File: src/spv_defines.svh
// constants for the serial program/verify port
`ifndef SPV_DEFINES_SVH
`define SPV_DEFINES_SVH

// six-bit command codes
`define SPV_CMD_LOAD_CFG   6'h00
`define SPV_CMD_LOAD_PROG  6'h01
`define SPV_CMD_LOAD_DMEM  6'h03
`define SPV_CMD_READ_PROG  6'h04
`define SPV_CMD_READ_DMEM  6'h05
`define SPV_CMD_INC_ADDR   6'h06
`define SPV_CMD_BEGIN_PROG 6'h08

// falling-edge counts inside a command and a data frame
`define SPV_CMD_LAST       4'h5
`define SPV_FRAME_FIRST    4'h0
`define SPV_DATA_FIRST     4'h1
`define SPV_DATA_LAST      4'he
`define SPV_FRAME_LAST     4'hf

// memory pointer values
`define SPV_PTR_RESET      14'h0000
`define SPV_PTR_USER_TOP   14'h1fff
`define SPV_PTR_CFG_BASE   14'h2000
`define SPV_PTR_ID_LAST    14'h2003
`define SPV_PTR_CFG_IMPL   14'h200f
`define SPV_PTR_CFG_TOP    14'h3fff
`define SPV_PTR_HI         13
`define SPV_USER_IDX_W     10

// write request queue
`define SPV_FIFO_DEPTH     16

`endif

File: src/spv_pkg.sv
// types shared by the serial program/verify port
package spv_pkg;

  typedef logic [13:0] word_t;
  typedef logic [13:0] ptr_t;
  typedef logic [9:0]  idx_t;

  typedef enum logic [2:0] {
    ST_OFF,
    ST_CMD,
    ST_LOAD,
    ST_READ,
    ST_PUSH
  } state_t;

  typedef enum logic [1:0] {
    OP_LOAD_PROG,
    OP_LOAD_DMEM,
    OP_BEGIN
  } op_t;

  typedef struct packed {
    op_t   op;
    logic  cfg;
    idx_t  idx;
    word_t data;
  } wr_req_t;

endpackage : spv_pkg

File: src/spv_link_if.sv
// synchronised link events between pin sampler and port logic
`timescale 1ns/10ps
`default_nettype none

interface spv_link_if;
  logic clk_rise;
  logic clk_fall;
  logic data;
  logic mode;
  logic entry;

  modport drv (output clk_rise, output clk_fall, output data, output mode, output entry);
  modport snk (input clk_rise, input clk_fall, input data, input mode, input entry);
endinterface : spv_link_if

`default_nettype wire

File: src/spv_pin_sync.sv
// two-flop sampling of link pins, edge and entry detection
`timescale 1ns/10ps
`default_nettype none

module spv_pin_sync (
  input  wire logic    i_clk,
  input  wire logic    i_reset_n,
  input  wire logic    i_ce,
  input  wire logic    i_mode_select_pin,
  input  wire logic    i_serial_clock_pin,
  input  wire logic    i_serial_data_pin,
  spv_link_if.drv      lnk
);
  logic [1:0] clk_s_q;
  logic [1:0] dat_s_q;
  logic [1:0] mode_s_q;
  logic       clk_prev_q;
  logic       mode_prev_q;

  always_ff @(posedge i_clk) begin
    if (!i_reset_n) begin
      clk_s_q     <= 2'h0;
      dat_s_q     <= 2'h0;
      mode_s_q    <= 2'h0;
      clk_prev_q  <= 1'b0;
      mode_prev_q <= 1'b0;
    end else if (i_ce) begin
      clk_s_q     <= {clk_s_q[0], i_serial_clock_pin};
      dat_s_q     <= {dat_s_q[0], i_serial_data_pin};
      mode_s_q    <= {mode_s_q[0], i_mode_select_pin};
      clk_prev_q  <= clk_s_q[1];
      mode_prev_q <= mode_s_q[1];
    end
  end

  assign lnk.clk_rise = clk_s_q[1] & ~clk_prev_q;
  assign lnk.clk_fall = ~clk_s_q[1] & clk_prev_q;
  assign lnk.data     = dat_s_q[1];
  assign lnk.mode     = mode_s_q[1];
  // entry only with clock and data both low
  assign lnk.entry    = mode_s_q[1] & ~mode_prev_q & ~clk_s_q[1] & ~dat_s_q[1];
endmodule : spv_pin_sync

`default_nettype wire

File: src/spv_fifo.sv
// synchronous fifo with valid/ready on both sides
`timescale 1ns/10ps
`default_nettype none

module spv_fifo #(
  parameter int W = 27,
  parameter int D = 16
) (
  input  wire logic         i_clk,
  input  wire logic         i_reset_n,
  input  wire logic         i_ce,
  input  wire logic         i_in_valid,
  output logic              o_in_ready,
  input  wire logic [W-1:0] i_in_data,
  output logic              o_out_valid,
  input  wire logic         i_out_ready,
  output logic [W-1:0]      o_out_data
);
  localparam int AW = $clog2(D);

  logic [W-1:0]  mem [D];
  logic [AW-1:0] wr_q;
  logic [AW-1:0] rd_q;
  logic [AW:0]   cnt_q;
  logic          push;
  logic          pop;

  assign o_in_ready  = (cnt_q != (AW+1)'(D));
  assign o_out_valid = (cnt_q != '0);
  assign o_out_data  = mem[rd_q];
  assign push        = i_in_valid & o_in_ready;
  assign pop         = o_out_valid & i_out_ready;

  always_ff @(posedge i_clk) begin
    if (i_ce && push) begin
      mem[wr_q] <= i_in_data;
    end
  end

  always_ff @(posedge i_clk) begin
    if (!i_reset_n) begin
      wr_q  <= '0;
      rd_q  <= '0;
      cnt_q <= '0;
    end else if (i_ce) begin
      if (push) begin
        wr_q <= (wr_q == AW'(D-1)) ? '0 : wr_q + 1'b1;
      end
      if (pop) begin
        rd_q <= (rd_q == AW'(D-1)) ? '0 : rd_q + 1'b1;
      end
      cnt_q <= cnt_q + (AW+1)'(push) - (AW+1)'(pop);
    end
  end
endmodule : spv_fifo

`default_nettype wire

File: src/serial_program_verify_port.sv
// device end of the two-wire serial program/verify port
`include "spv_defines.svh"
`timescale 1ns/10ps
`default_nettype none

module serial_program_verify_port (
  input  wire logic            i_clk,
  input  wire logic            i_reset_n,
  input  wire logic            i_ce,
  input  wire logic            i_mode_select_pin,
  input  wire logic            i_serial_clock_pin,
  input  wire logic            i_serial_data_pin,
  output logic                 o_serial_data_pin,
  output logic                 o_serial_data_pin_oe,
  output logic                 o_logic_hold,
  output spv_pkg::ptr_t        o_ptr,
  output logic                 o_rd_cfg,
  output logic                 o_rd_id,
  output logic                 o_rd_dmem,
  output spv_pkg::idx_t        o_rd_index,
  input  wire spv_pkg::word_t  i_rd_data,
  output logic                 o_wr_valid,
  output spv_pkg::op_t         o_wr_op,
  output logic                 o_wr_cfg,
  output spv_pkg::idx_t        o_wr_index,
  output spv_pkg::word_t       o_wr_data,
  input  wire logic            i_wr_ready
);
  import spv_pkg::*;

  // pointer increment keeping the space bit
  function automatic ptr_t inc_ptr(input ptr_t p);
    ptr_t n;
    n = p + 1'b1;
    n[`SPV_PTR_HI] = p[`SPV_PTR_HI];
    return n;
  endfunction : inc_ptr

  // pointer lies in implemented configuration words
  function automatic logic in_cfg(input ptr_t p);
    return (p >= `SPV_PTR_CFG_BASE) && (p <= `SPV_PTR_CFG_IMPL);
  endfunction : in_cfg

  // physical word index behind a pointer
  function automatic idx_t phys_idx(input ptr_t p);
    ptr_t off;
    off = p - `SPV_PTR_CFG_BASE;
    return in_cfg(p) ? off[`SPV_USER_IDX_W-1:0] : p[`SPV_USER_IDX_W-1:0];
  endfunction : phys_idx

  spv_link_if lnk ();

  spv_pin_sync u_sync (
    .i_clk              (i_clk),
    .i_reset_n          (i_reset_n),
    .i_ce               (i_ce),
    .i_mode_select_pin  (i_mode_select_pin),
    .i_serial_clock_pin (i_serial_clock_pin),
    .i_serial_data_pin  (i_serial_data_pin),
    .lnk                (lnk)
  );

  state_t  st_q;
  logic [3:0] cnt_q;
  logic [5:0] cmd_q;
  word_t   sh_q;
  ptr_t    ptr_q;
  op_t     op_q;
  logic    dmem_q;
  logic [5:0] cmd_full;
  logic    cmd_done;
  logic    frame_done;
  wr_req_t fifo_in;
  wr_req_t fifo_out;
  logic    fifo_in_valid;
  logic    fifo_in_ready;
  logic    fifo_out_valid;
  logic    fifo_out_ready;

  assign cmd_full   = {lnk.data, cmd_q[5:1]};
  assign cmd_done   = (st_q == ST_CMD) && lnk.clk_fall && (cnt_q == `SPV_CMD_LAST);
  assign frame_done = lnk.clk_fall && (cnt_q == `SPV_FRAME_LAST);

  // sequencing of commands and frames
  always_ff @(posedge i_clk) begin
    if (!i_reset_n) begin
      st_q <= ST_OFF;
    end else if (i_ce) begin
      if (!lnk.mode) begin
        st_q <= ST_OFF;
      end else begin
        case (st_q)
          ST_OFF: begin
            if (lnk.entry) begin
              st_q <= ST_CMD;
            end
          end
          ST_CMD: begin
            if (cmd_done) begin
              case (cmd_full)
                `SPV_CMD_LOAD_CFG,
                `SPV_CMD_LOAD_PROG,
                `SPV_CMD_LOAD_DMEM: st_q <= ST_LOAD;
                `SPV_CMD_READ_PROG,
                `SPV_CMD_READ_DMEM: st_q <= ST_READ;
                `SPV_CMD_BEGIN_PROG: st_q <= ST_PUSH;
                default: st_q <= ST_CMD;
              endcase
            end
          end
          ST_LOAD: begin
            if (frame_done) begin
              st_q <= ST_PUSH;
            end
          end
          ST_READ: begin
            if (frame_done) begin
              st_q <= ST_CMD;
            end
          end
          ST_PUSH: begin
            if (fifo_in_ready) begin
              st_q <= ST_CMD;
            end
          end
          default: st_q <= ST_OFF;
        endcase
      end
    end
  end

  // falling-edge count within command or frame
  always_ff @(posedge i_clk) begin
    if (!i_reset_n) begin
      cnt_q <= `SPV_FRAME_FIRST;
    end else if (i_ce) begin
      if (!lnk.mode || cmd_done || st_q == ST_OFF || st_q == ST_PUSH) begin
        cnt_q <= `SPV_FRAME_FIRST;
      end else if (lnk.clk_fall) begin
        cnt_q <= cnt_q + 1'b1;
      end
    end
  end

  // command shifter, first bit lands in bit 0
  always_ff @(posedge i_clk) begin
    if (!i_reset_n) begin
      cmd_q <= '0;
    end else if (i_ce && st_q == ST_CMD && lnk.clk_fall) begin
      cmd_q <= cmd_full;
    end
  end

  // pending operation and memory kind
  always_ff @(posedge i_clk) begin
    if (!i_reset_n) begin
      op_q   <= OP_LOAD_PROG;
      dmem_q <= 1'b0;
    end else if (i_ce && cmd_done) begin
      if (cmd_full == `SPV_CMD_LOAD_DMEM) begin
        op_q <= OP_LOAD_DMEM;
      end else if (cmd_full == `SPV_CMD_BEGIN_PROG) begin
        op_q <= OP_BEGIN;
      end else begin
        op_q <= OP_LOAD_PROG;
      end
      dmem_q <= (cmd_full == `SPV_CMD_READ_DMEM) || (cmd_full == `SPV_CMD_LOAD_DMEM);
    end
  end

  // memory pointer
  always_ff @(posedge i_clk) begin
    if (!i_reset_n) begin
      ptr_q <= `SPV_PTR_RESET;
    end else if (i_ce) begin
      if (st_q == ST_OFF && lnk.entry) begin
        ptr_q <= `SPV_PTR_RESET;
      end else if (cmd_done && cmd_full == `SPV_CMD_LOAD_CFG) begin
        ptr_q <= `SPV_PTR_CFG_BASE;
      end else if (cmd_done && cmd_full == `SPV_CMD_INC_ADDR) begin
        ptr_q <= inc_ptr(ptr_q);
      end
    end
  end

  // data shifter: load samples on falls, read shifts on rises
  always_ff @(posedge i_clk) begin
    if (!i_reset_n) begin
      sh_q <= '0;
    end else if (i_ce) begin
      if (st_q == ST_LOAD && lnk.clk_fall &&
          cnt_q >= `SPV_DATA_FIRST && cnt_q <= `SPV_DATA_LAST) begin
        sh_q <= {lnk.data, sh_q[13:1]};
      end else if (st_q == ST_READ && lnk.clk_rise) begin
        if (cnt_q == `SPV_FRAME_FIRST) begin
          sh_q <= i_rd_data;
        end else if (cnt_q <= `SPV_DATA_LAST) begin
          sh_q <= {1'b0, sh_q[13:1]};
        end
      end
    end
  end

  // data pin driver
  always_ff @(posedge i_clk) begin
    if (!i_reset_n) begin
      o_serial_data_pin    <= 1'b0;
      o_serial_data_pin_oe <= 1'b0;
    end else if (i_ce) begin
      if (st_q != ST_READ || !lnk.mode) begin
        o_serial_data_pin    <= 1'b0;
        o_serial_data_pin_oe <= 1'b0;
      end else if (lnk.clk_rise) begin
        if (cnt_q >= `SPV_DATA_FIRST && cnt_q <= `SPV_DATA_LAST) begin
          o_serial_data_pin    <= sh_q[0];
          o_serial_data_pin_oe <= 1'b1;
        end else if (cnt_q == `SPV_FRAME_LAST) begin
          o_serial_data_pin    <= 1'b0;
          o_serial_data_pin_oe <= 1'b0;
        end
      end
    end
  end

  // hold of the rest of the device and read addressing
  always_ff @(posedge i_clk) begin
    if (!i_reset_n) begin
      o_logic_hold <= 1'b0;
      o_ptr        <= `SPV_PTR_RESET;
      o_rd_cfg     <= 1'b0;
      o_rd_id      <= 1'b0;
      o_rd_dmem    <= 1'b0;
      o_rd_index   <= '0;
    end else if (i_ce) begin
      o_logic_hold <= (st_q != ST_OFF);
      o_ptr        <= ptr_q;
      o_rd_cfg     <= in_cfg(ptr_q);
      o_rd_id      <= (ptr_q >= `SPV_PTR_CFG_BASE) && (ptr_q <= `SPV_PTR_ID_LAST);
      o_rd_dmem    <= dmem_q;
      o_rd_index   <= phys_idx(ptr_q);
    end
  end

  assign fifo_in_valid = (st_q == ST_PUSH);
  assign fifo_in.op    = op_q;
  assign fifo_in.cfg   = in_cfg(ptr_q);
  assign fifo_in.idx   = phys_idx(ptr_q);
  assign fifo_in.data  = sh_q;

  spv_fifo #(
    .W ($bits(wr_req_t)),
    .D (`SPV_FIFO_DEPTH)
  ) u_fifo (
    .i_clk       (i_clk),
    .i_reset_n   (i_reset_n),
    .i_ce        (i_ce),
    .i_in_valid  (fifo_in_valid),
    .o_in_ready  (fifo_in_ready),
    .i_in_data   (fifo_in),
    .o_out_valid (fifo_out_valid),
    .i_out_ready (fifo_out_ready),
    .o_out_data  (fifo_out)
  );

  assign fifo_out_ready = !o_wr_valid || i_wr_ready;

  // registered write request stage
  always_ff @(posedge i_clk) begin
    if (!i_reset_n) begin
      o_wr_valid <= 1'b0;
      o_wr_op    <= OP_LOAD_PROG;
      o_wr_cfg   <= 1'b0;
      o_wr_index <= '0;
      o_wr_data  <= '0;
    end else if (i_ce && fifo_out_ready) begin
      o_wr_valid <= fifo_out_valid;
      if (fifo_out_valid) begin
        o_wr_op    <= fifo_out.op;
        o_wr_cfg   <= fifo_out.cfg;
        o_wr_index <= fifo_out.idx;
        o_wr_data  <= fifo_out.data;
      end
    end
  end

  a_entry_ptr_zero: assert property (@(posedge i_clk) disable iff (!i_reset_n || !i_ce)
    (st_q == ST_OFF && lnk.mode && lnk.entry) |=> (ptr_q == `SPV_PTR_RESET && st_q == ST_CMD))
    else $error("pointer not zero after entry");
  a_cfg_load_base: assert property (@(posedge i_clk) disable iff (!i_reset_n || !i_ce)
    (lnk.mode && cmd_done && cmd_full == `SPV_CMD_LOAD_CFG) |=>
    (ptr_q == `SPV_PTR_CFG_BASE && st_q == ST_LOAD))
    else $error("load configuration did not set base");
  a_user_wrap: assert property (@(posedge i_clk) disable iff (!i_reset_n || !i_ce)
    (lnk.mode && cmd_done && cmd_full == `SPV_CMD_INC_ADDR && ptr_q == `SPV_PTR_USER_TOP) |=>
    (ptr_q == `SPV_PTR_RESET))
    else $error("user space did not wrap to zero");
  a_cfg_wrap: assert property (@(posedge i_clk) disable iff (!i_reset_n || !i_ce)
    (lnk.mode && cmd_done && cmd_full == `SPV_CMD_INC_ADDR && ptr_q == `SPV_PTR_CFG_TOP) |=>
    (ptr_q == `SPV_PTR_CFG_BASE))
    else $error("config space did not wrap to base");
  a_cfg_sticky: assert property (@(posedge i_clk) disable iff (!i_reset_n || !i_ce)
    (ptr_q[`SPV_PTR_HI] && st_q != ST_OFF) |=> (ptr_q[`SPV_PTR_HI] || $past(st_q) == ST_OFF))
    else $error("pointer left config space");
  a_read_oe_on: assert property (@(posedge i_clk) disable iff (!i_reset_n || !i_ce)
    (lnk.mode && st_q == ST_READ && lnk.clk_rise && cnt_q == `SPV_DATA_FIRST) |=>
    (o_serial_data_pin_oe && o_serial_data_pin == $past(sh_q[0])))
    else $error("read did not drive at second rise");
  a_read_oe_off: assert property (@(posedge i_clk) disable iff (!i_reset_n || !i_ce)
    (st_q == ST_READ && lnk.clk_rise && cnt_q == `SPV_FRAME_LAST) |=> !o_serial_data_pin_oe)
    else $error("read still driving after sixteenth rise");
  a_pin_idle_input: assert property (@(posedge i_clk) disable iff (!i_reset_n || !i_ce)
    (st_q != ST_READ) |=> !o_serial_data_pin_oe)
    else $error("data pin driven outside read");
  a_abort_idle: assert property (@(posedge i_clk) disable iff (!i_reset_n || !i_ce)
    (!lnk.mode) |=> (st_q == ST_OFF) ##1 (!o_logic_hold))
    else $error("mode low did not abort");
  a_user_alias: assert property (@(posedge i_clk) disable iff (!i_reset_n || !i_ce)
    (!ptr_q[`SPV_PTR_HI]) |=> (!o_rd_cfg && o_rd_index == $past(ptr_q[`SPV_USER_IDX_W-1:0])))
    else $error("user address not aliased to ten bits");
  a_cmd_six_falls: assert property (@(posedge i_clk) disable iff (!i_reset_n || !i_ce)
    cmd_done |=> (cnt_q == `SPV_FRAME_FIRST && cmd_q == $past(cmd_full)))
    else $error("command not taken after six falls");

endmodule : serial_program_verify_port

`default_nettype wire

File: config.mk
export PLATFORM = sky130hd
export DESIGN_NAME = serial_program_verify_port
export DESIGN_NICKNAME = d
export VERILOG_FILES = /design/src/spv_pkg.sv /design/src/spv_link_if.sv /design/src/spv_pin_sync.sv /design/src/spv_fifo.sv /design/src/serial_program_verify_port.sv
export VERILOG_INCLUDE_DIRS = /design/src
export SDC_FILE = /design/constraint.sdc
export NUM_CORES = 1
export LEC_CHECK = 0
export ABC_AREA = 1
export ABC_CLOCK_PERIOD_IN_PS = 7960
export BUFFER_PORTS_ARGS = -buffer_cell sky130_fd_sc_hd__buf_2
export CAP_MARGIN = 20
export CORE_AREA = 2 2 288 290
export DETAILED_ROUTE_END_ITERATION = 16
export DIE_AREA = 0 0 290 292
export PLACE_DENSITY = 0.54
export SETUP_SLACK_MARGIN = 0.4
export SKIP_LAST_GASP = 1
export SLEW_MARGIN = 10
export SYNTH_ARGS = -nofsm -noshare
export SYNTH_HDL_FRONTEND = slang
export SYNTH_HIERARCHICAL = 1
export SYNTH_SLANG_ARGS = --single-unit
File: constraint.sdc
create_clock -name i_clk -period 7.96 [get_ports i_clk]
set_input_delay 1.592 -clock i_clk [delete_from_list [all_inputs] [get_ports i_clk]]
set_output_delay 1.592 -clock i_clk [all_outputs]
set_load 0.02 [all_outputs]
==> results.sh <==
export IMPL_rows=105
export IMPL_synthToLayoutAreaGrowth_pct=13.4
export IMPL_drv_cap=0
export IMPL_cts_resized=0
export IMPL_status="finished clean"
export IMPL_fillCellCount=8271
export IMPL_post_route_min_period_ps=3260
export IMPL_cts_hold_buf=0
export IMPL_cts_buffer_depth=3
export IMPL_cpMaxStageDelayCell="nor2_4"
export IMPL_ios=79
export IMPL_cp_data_required_time_ps=8190
export IMPL_viasPerCell=4.52
export IMPL_worstHoldStart="o_wr_data[0]"
export IMPL_cp_start_kind="flip-flop"
export IMPL_maxSlewHeadroom=0.243
export IMPL_drc=0
export IMPL_vias=16900
export IMPL_worstSetupPathType="flip-flop to flip-flop"
export IMPL_io_buffer_count=78
export IMPL_grt_max_degree=114
export IMPL_antenna_found_initial=3
export IMPL_dieArea_sq_um=84700
export IMPL_fin_crit_sh=0.409
export IMPL_crit_cells=7
export IMPL_drtIter0Drc=1367
export IMPL_synthesis_area_sq_um=24200
export IMPL_ys_ff_latch=548
export IMPL_fin_tns_setup_ps=0
export IMPL_r2r_start="st_q[1]"
export IMPL_drv_slew=0
export IMPL_p_total_uw=6780
export IMPL_grt_usage=0.147
export IMPL_hold_viol_final=0
export IMPL_skew_ps=22.5
export IMPL_ys_seq_area_frac=0.632
export IMPL_grt_pass1_wl_um=96400
export IMPL_ys_types=37
export IMPL_slowest_delay_ps=880
export IMPL_wire_per_inst_um=16.8
export IMPL_worstPathCellList="nor2_1 -> inv_1 -> nor2_1 -> nand3_1 -> inv_1 -> nand2_1 -> nor2_4"
export IMPL_place_gp_congestion=0.752
export IMPL_insertion_delay_ps=630
export IMPL_grt_overflow=0
export IMPL_core_area_sq_um=81600
export IMPL_leakage_uw=0.0118
export IMPL_tightest_slew_ps=1130
export IMPL_wl_um=62900
export IMPL_ff2ff_setup_slack_ps=4700
export IMPL_cts_made_buffers=58
export IMPL_worstReg2RegEnd="u_fifo/mem[6][3]"
export IMPL_clock_sinks=548
export IMPL_min_delay_path_depth=2
export IMPL_worst_ep_arrival_time_ps=3490
export IMPL_crit_buf_inv=2
export IMPL_fp_dieW_um=290
export IMPL_grt_pass1_vias=16200
export IMPL_hpwl_um=36900
export IMPL_ant_nets=0
export IMPL_syn_inst=2604
export IMPL_final_cell_mix="nand2_1 (743), inv_1 (458), edfxtp_1 (432)"
export IMPL_power_per_cell_area_nw_per_um2=247
export IMPL_layout_setup_ws_ps=4700
export IMPL_drt_pass1_iterations=5
export IMPL_die_y_um=292
export IMPL_fmax_mhz=307
export IMPL_fin_nets=2669
export IMPL_start_util=0.297
export IMPL_final_common_cell="nand2_1"
export IMPL_clkTransAtPathRegs_ps=60
export IMPL_syn_area_per_cell_sq_um=9.30
export IMPL_post_cts_setup_buffers=0
export IMPL_cts_tree="done"
export IMPL_hold_ws_ps=438
export IMPL_cts_root_buf="clkbuf_16"
export IMPL_rr_worst_depth=7
export IMPL_syn_nets=2643
export IMPL_finalSetupViolations=0
export IMPL_crit_family="simple AND/OR/NAND/NOR gates"
export IMPL_drive_above_1_share=0.0836
export IMPL_rsz0062_at_grt="no"
export IMPL_vdd_drop_max_uv=144
export IMPL_worstSetupEndpointType="flip-flop"
export IMPL_post_place_ws_ps=4150
export IMPL_path_max_fanout=27
export IMPL_htree_num_levels=2
export IMPL_hold_path_class="flip-flop to flip-flop"
export IMPL_yosys_warnings=6
export IMPL_min_to="o_wr_data[0]"
## final cells by class
class | instances | area, sq um | share of cell area
Antenna cell | 3 | 7.51 | 0.000273
Clock buffer | 82 | 1740 | 0.0634
Clock inverter | 27 | 204 | 0.00743
Inverter | 466 | 1760 | 0.0640
Multi-Input combinational cell | 1463 | 6600 | 0.240
Sequential cell | 548 | 15300 | 0.557
Tap cell | 1070 | 1340 | 0.0487
Timing Repair Buffer | 93 | 518 | 0.0189
## cell usage after synthesis
cell      instances  area share
nand3_1         389       0.080
buf_6             9      0.0042
nor3_1            7      0.0014
nand4_1          13      0.0034
buf_2            43      0.0089
nand2_4           2     0.00093
inv_2             5     0.00077
o21ai_2           1     0.00036
nor2_1          136       0.021
buf_1            14      0.0022
nor3b_1           1     0.00031
or2_2             2     0.00052
clkbuf_1         31      0.0048
clkinv_1          1     0.00015
a21oi_1          67       0.014
buf_4            30      0.0093
ha_1             17      0.0088
or2_1             1     0.00026
xor2_1            1     0.00036
nor2_4            2     0.00093
a31oi_1           2     0.00052
xnor2_1           1     0.00036
nand3_2           1     0.00041
dfxtp_1         116       0.096
nand2_1         743        0.12
nor2_2            4      0.0010
o21ai_0          60       0.012
fa_1              1     0.00083
o211ai_1          1     0.00031
a211oi_1          3     0.00093
nand2_2           4      0.0010
inv_1           458       0.071
nand3b_1          1     0.00031
and3_1            1     0.00026
o21bai_1          2     0.00062
edfxtp_1        432        0.54
inv_4             2     0.00052
## worst reg2reg max path, delay by kind of cell (launching register included)
kind | cells | cell delay (ps)
and+or+nand+nor | 5 | 2230
DFF | 1 | 340
buffers and inverters | 2 | 300
## logic make-up (layout without fill, tap and decap cells)
family,count (synthesis),after routing,share of synthesized area
compound gates,136,136,0.0290
xor+xnor,2,2,0.000723
fa+ha+maj,18,18,0.00961
buf+inv,593,668,0.102
flops,548,548,0.632
other cells,0,3,0
simple gates,1307,1307,0.227
## state kept, by name, indices dropped and copies added, names as in the netlist, 2 cells and up, named ones only
name	cells
cmd_q	5
cnt_q	4
o_ptr	14
o_wr_data	14
o_wr_index	10
o_wr_op	2
op_q	2
ptr_q	14
sh_q	14
st_q	3
u_fifo/cnt_q	5
u_fifo/mem	432
u_fifo/rd_q	4
u_fifo/wr_q	4
u_sync/clk_s_q	2
u_sync/dat_s_q	2
u_sync/mode_s_q	2
## where the power goes
group | internal, uW | switching [uW]
logic | 254 | 631
registers | 3100 | 57.3
clock network | 1590 | 1150
total | 4940 | 1840
## per-layer routing
metal  track usage  part of all wire  vias up
li1              -                 -     8383
met1         0.199              0.46     8116
met2         0.245              0.47      374
met3        0.0228             0.055       69
met4        0.0371             0.017        2
met5             0           0.00021        -
## stage by stage
step           std cells  utilization  area [sq um]
3_3_place_gp        3639        0.312         25500
5_1_grt             3750        0.337         27500
3_5_place_dp        3639        0.312         25500
4_1_cts             3748        0.336         27400
6_report            3752        0.337         27500
2_1_floorplan       2604            -         24200
## worst max-delay path by stage
stage | end | from
floorplan | u_fifo/mem[0][0] | i_ce
detailed placement | o_wr_data[2] | i_ce
finish | u_fifo/mem[6][3] | st_q[1]
CTS | u_fifo/mem[6][3] | st_q[1]
global placement | u_fifo/mem[14][1] | i_ce
global route | u_fifo/mem[1][12] | st_q[1]
(Power assumes the default switching activity.)
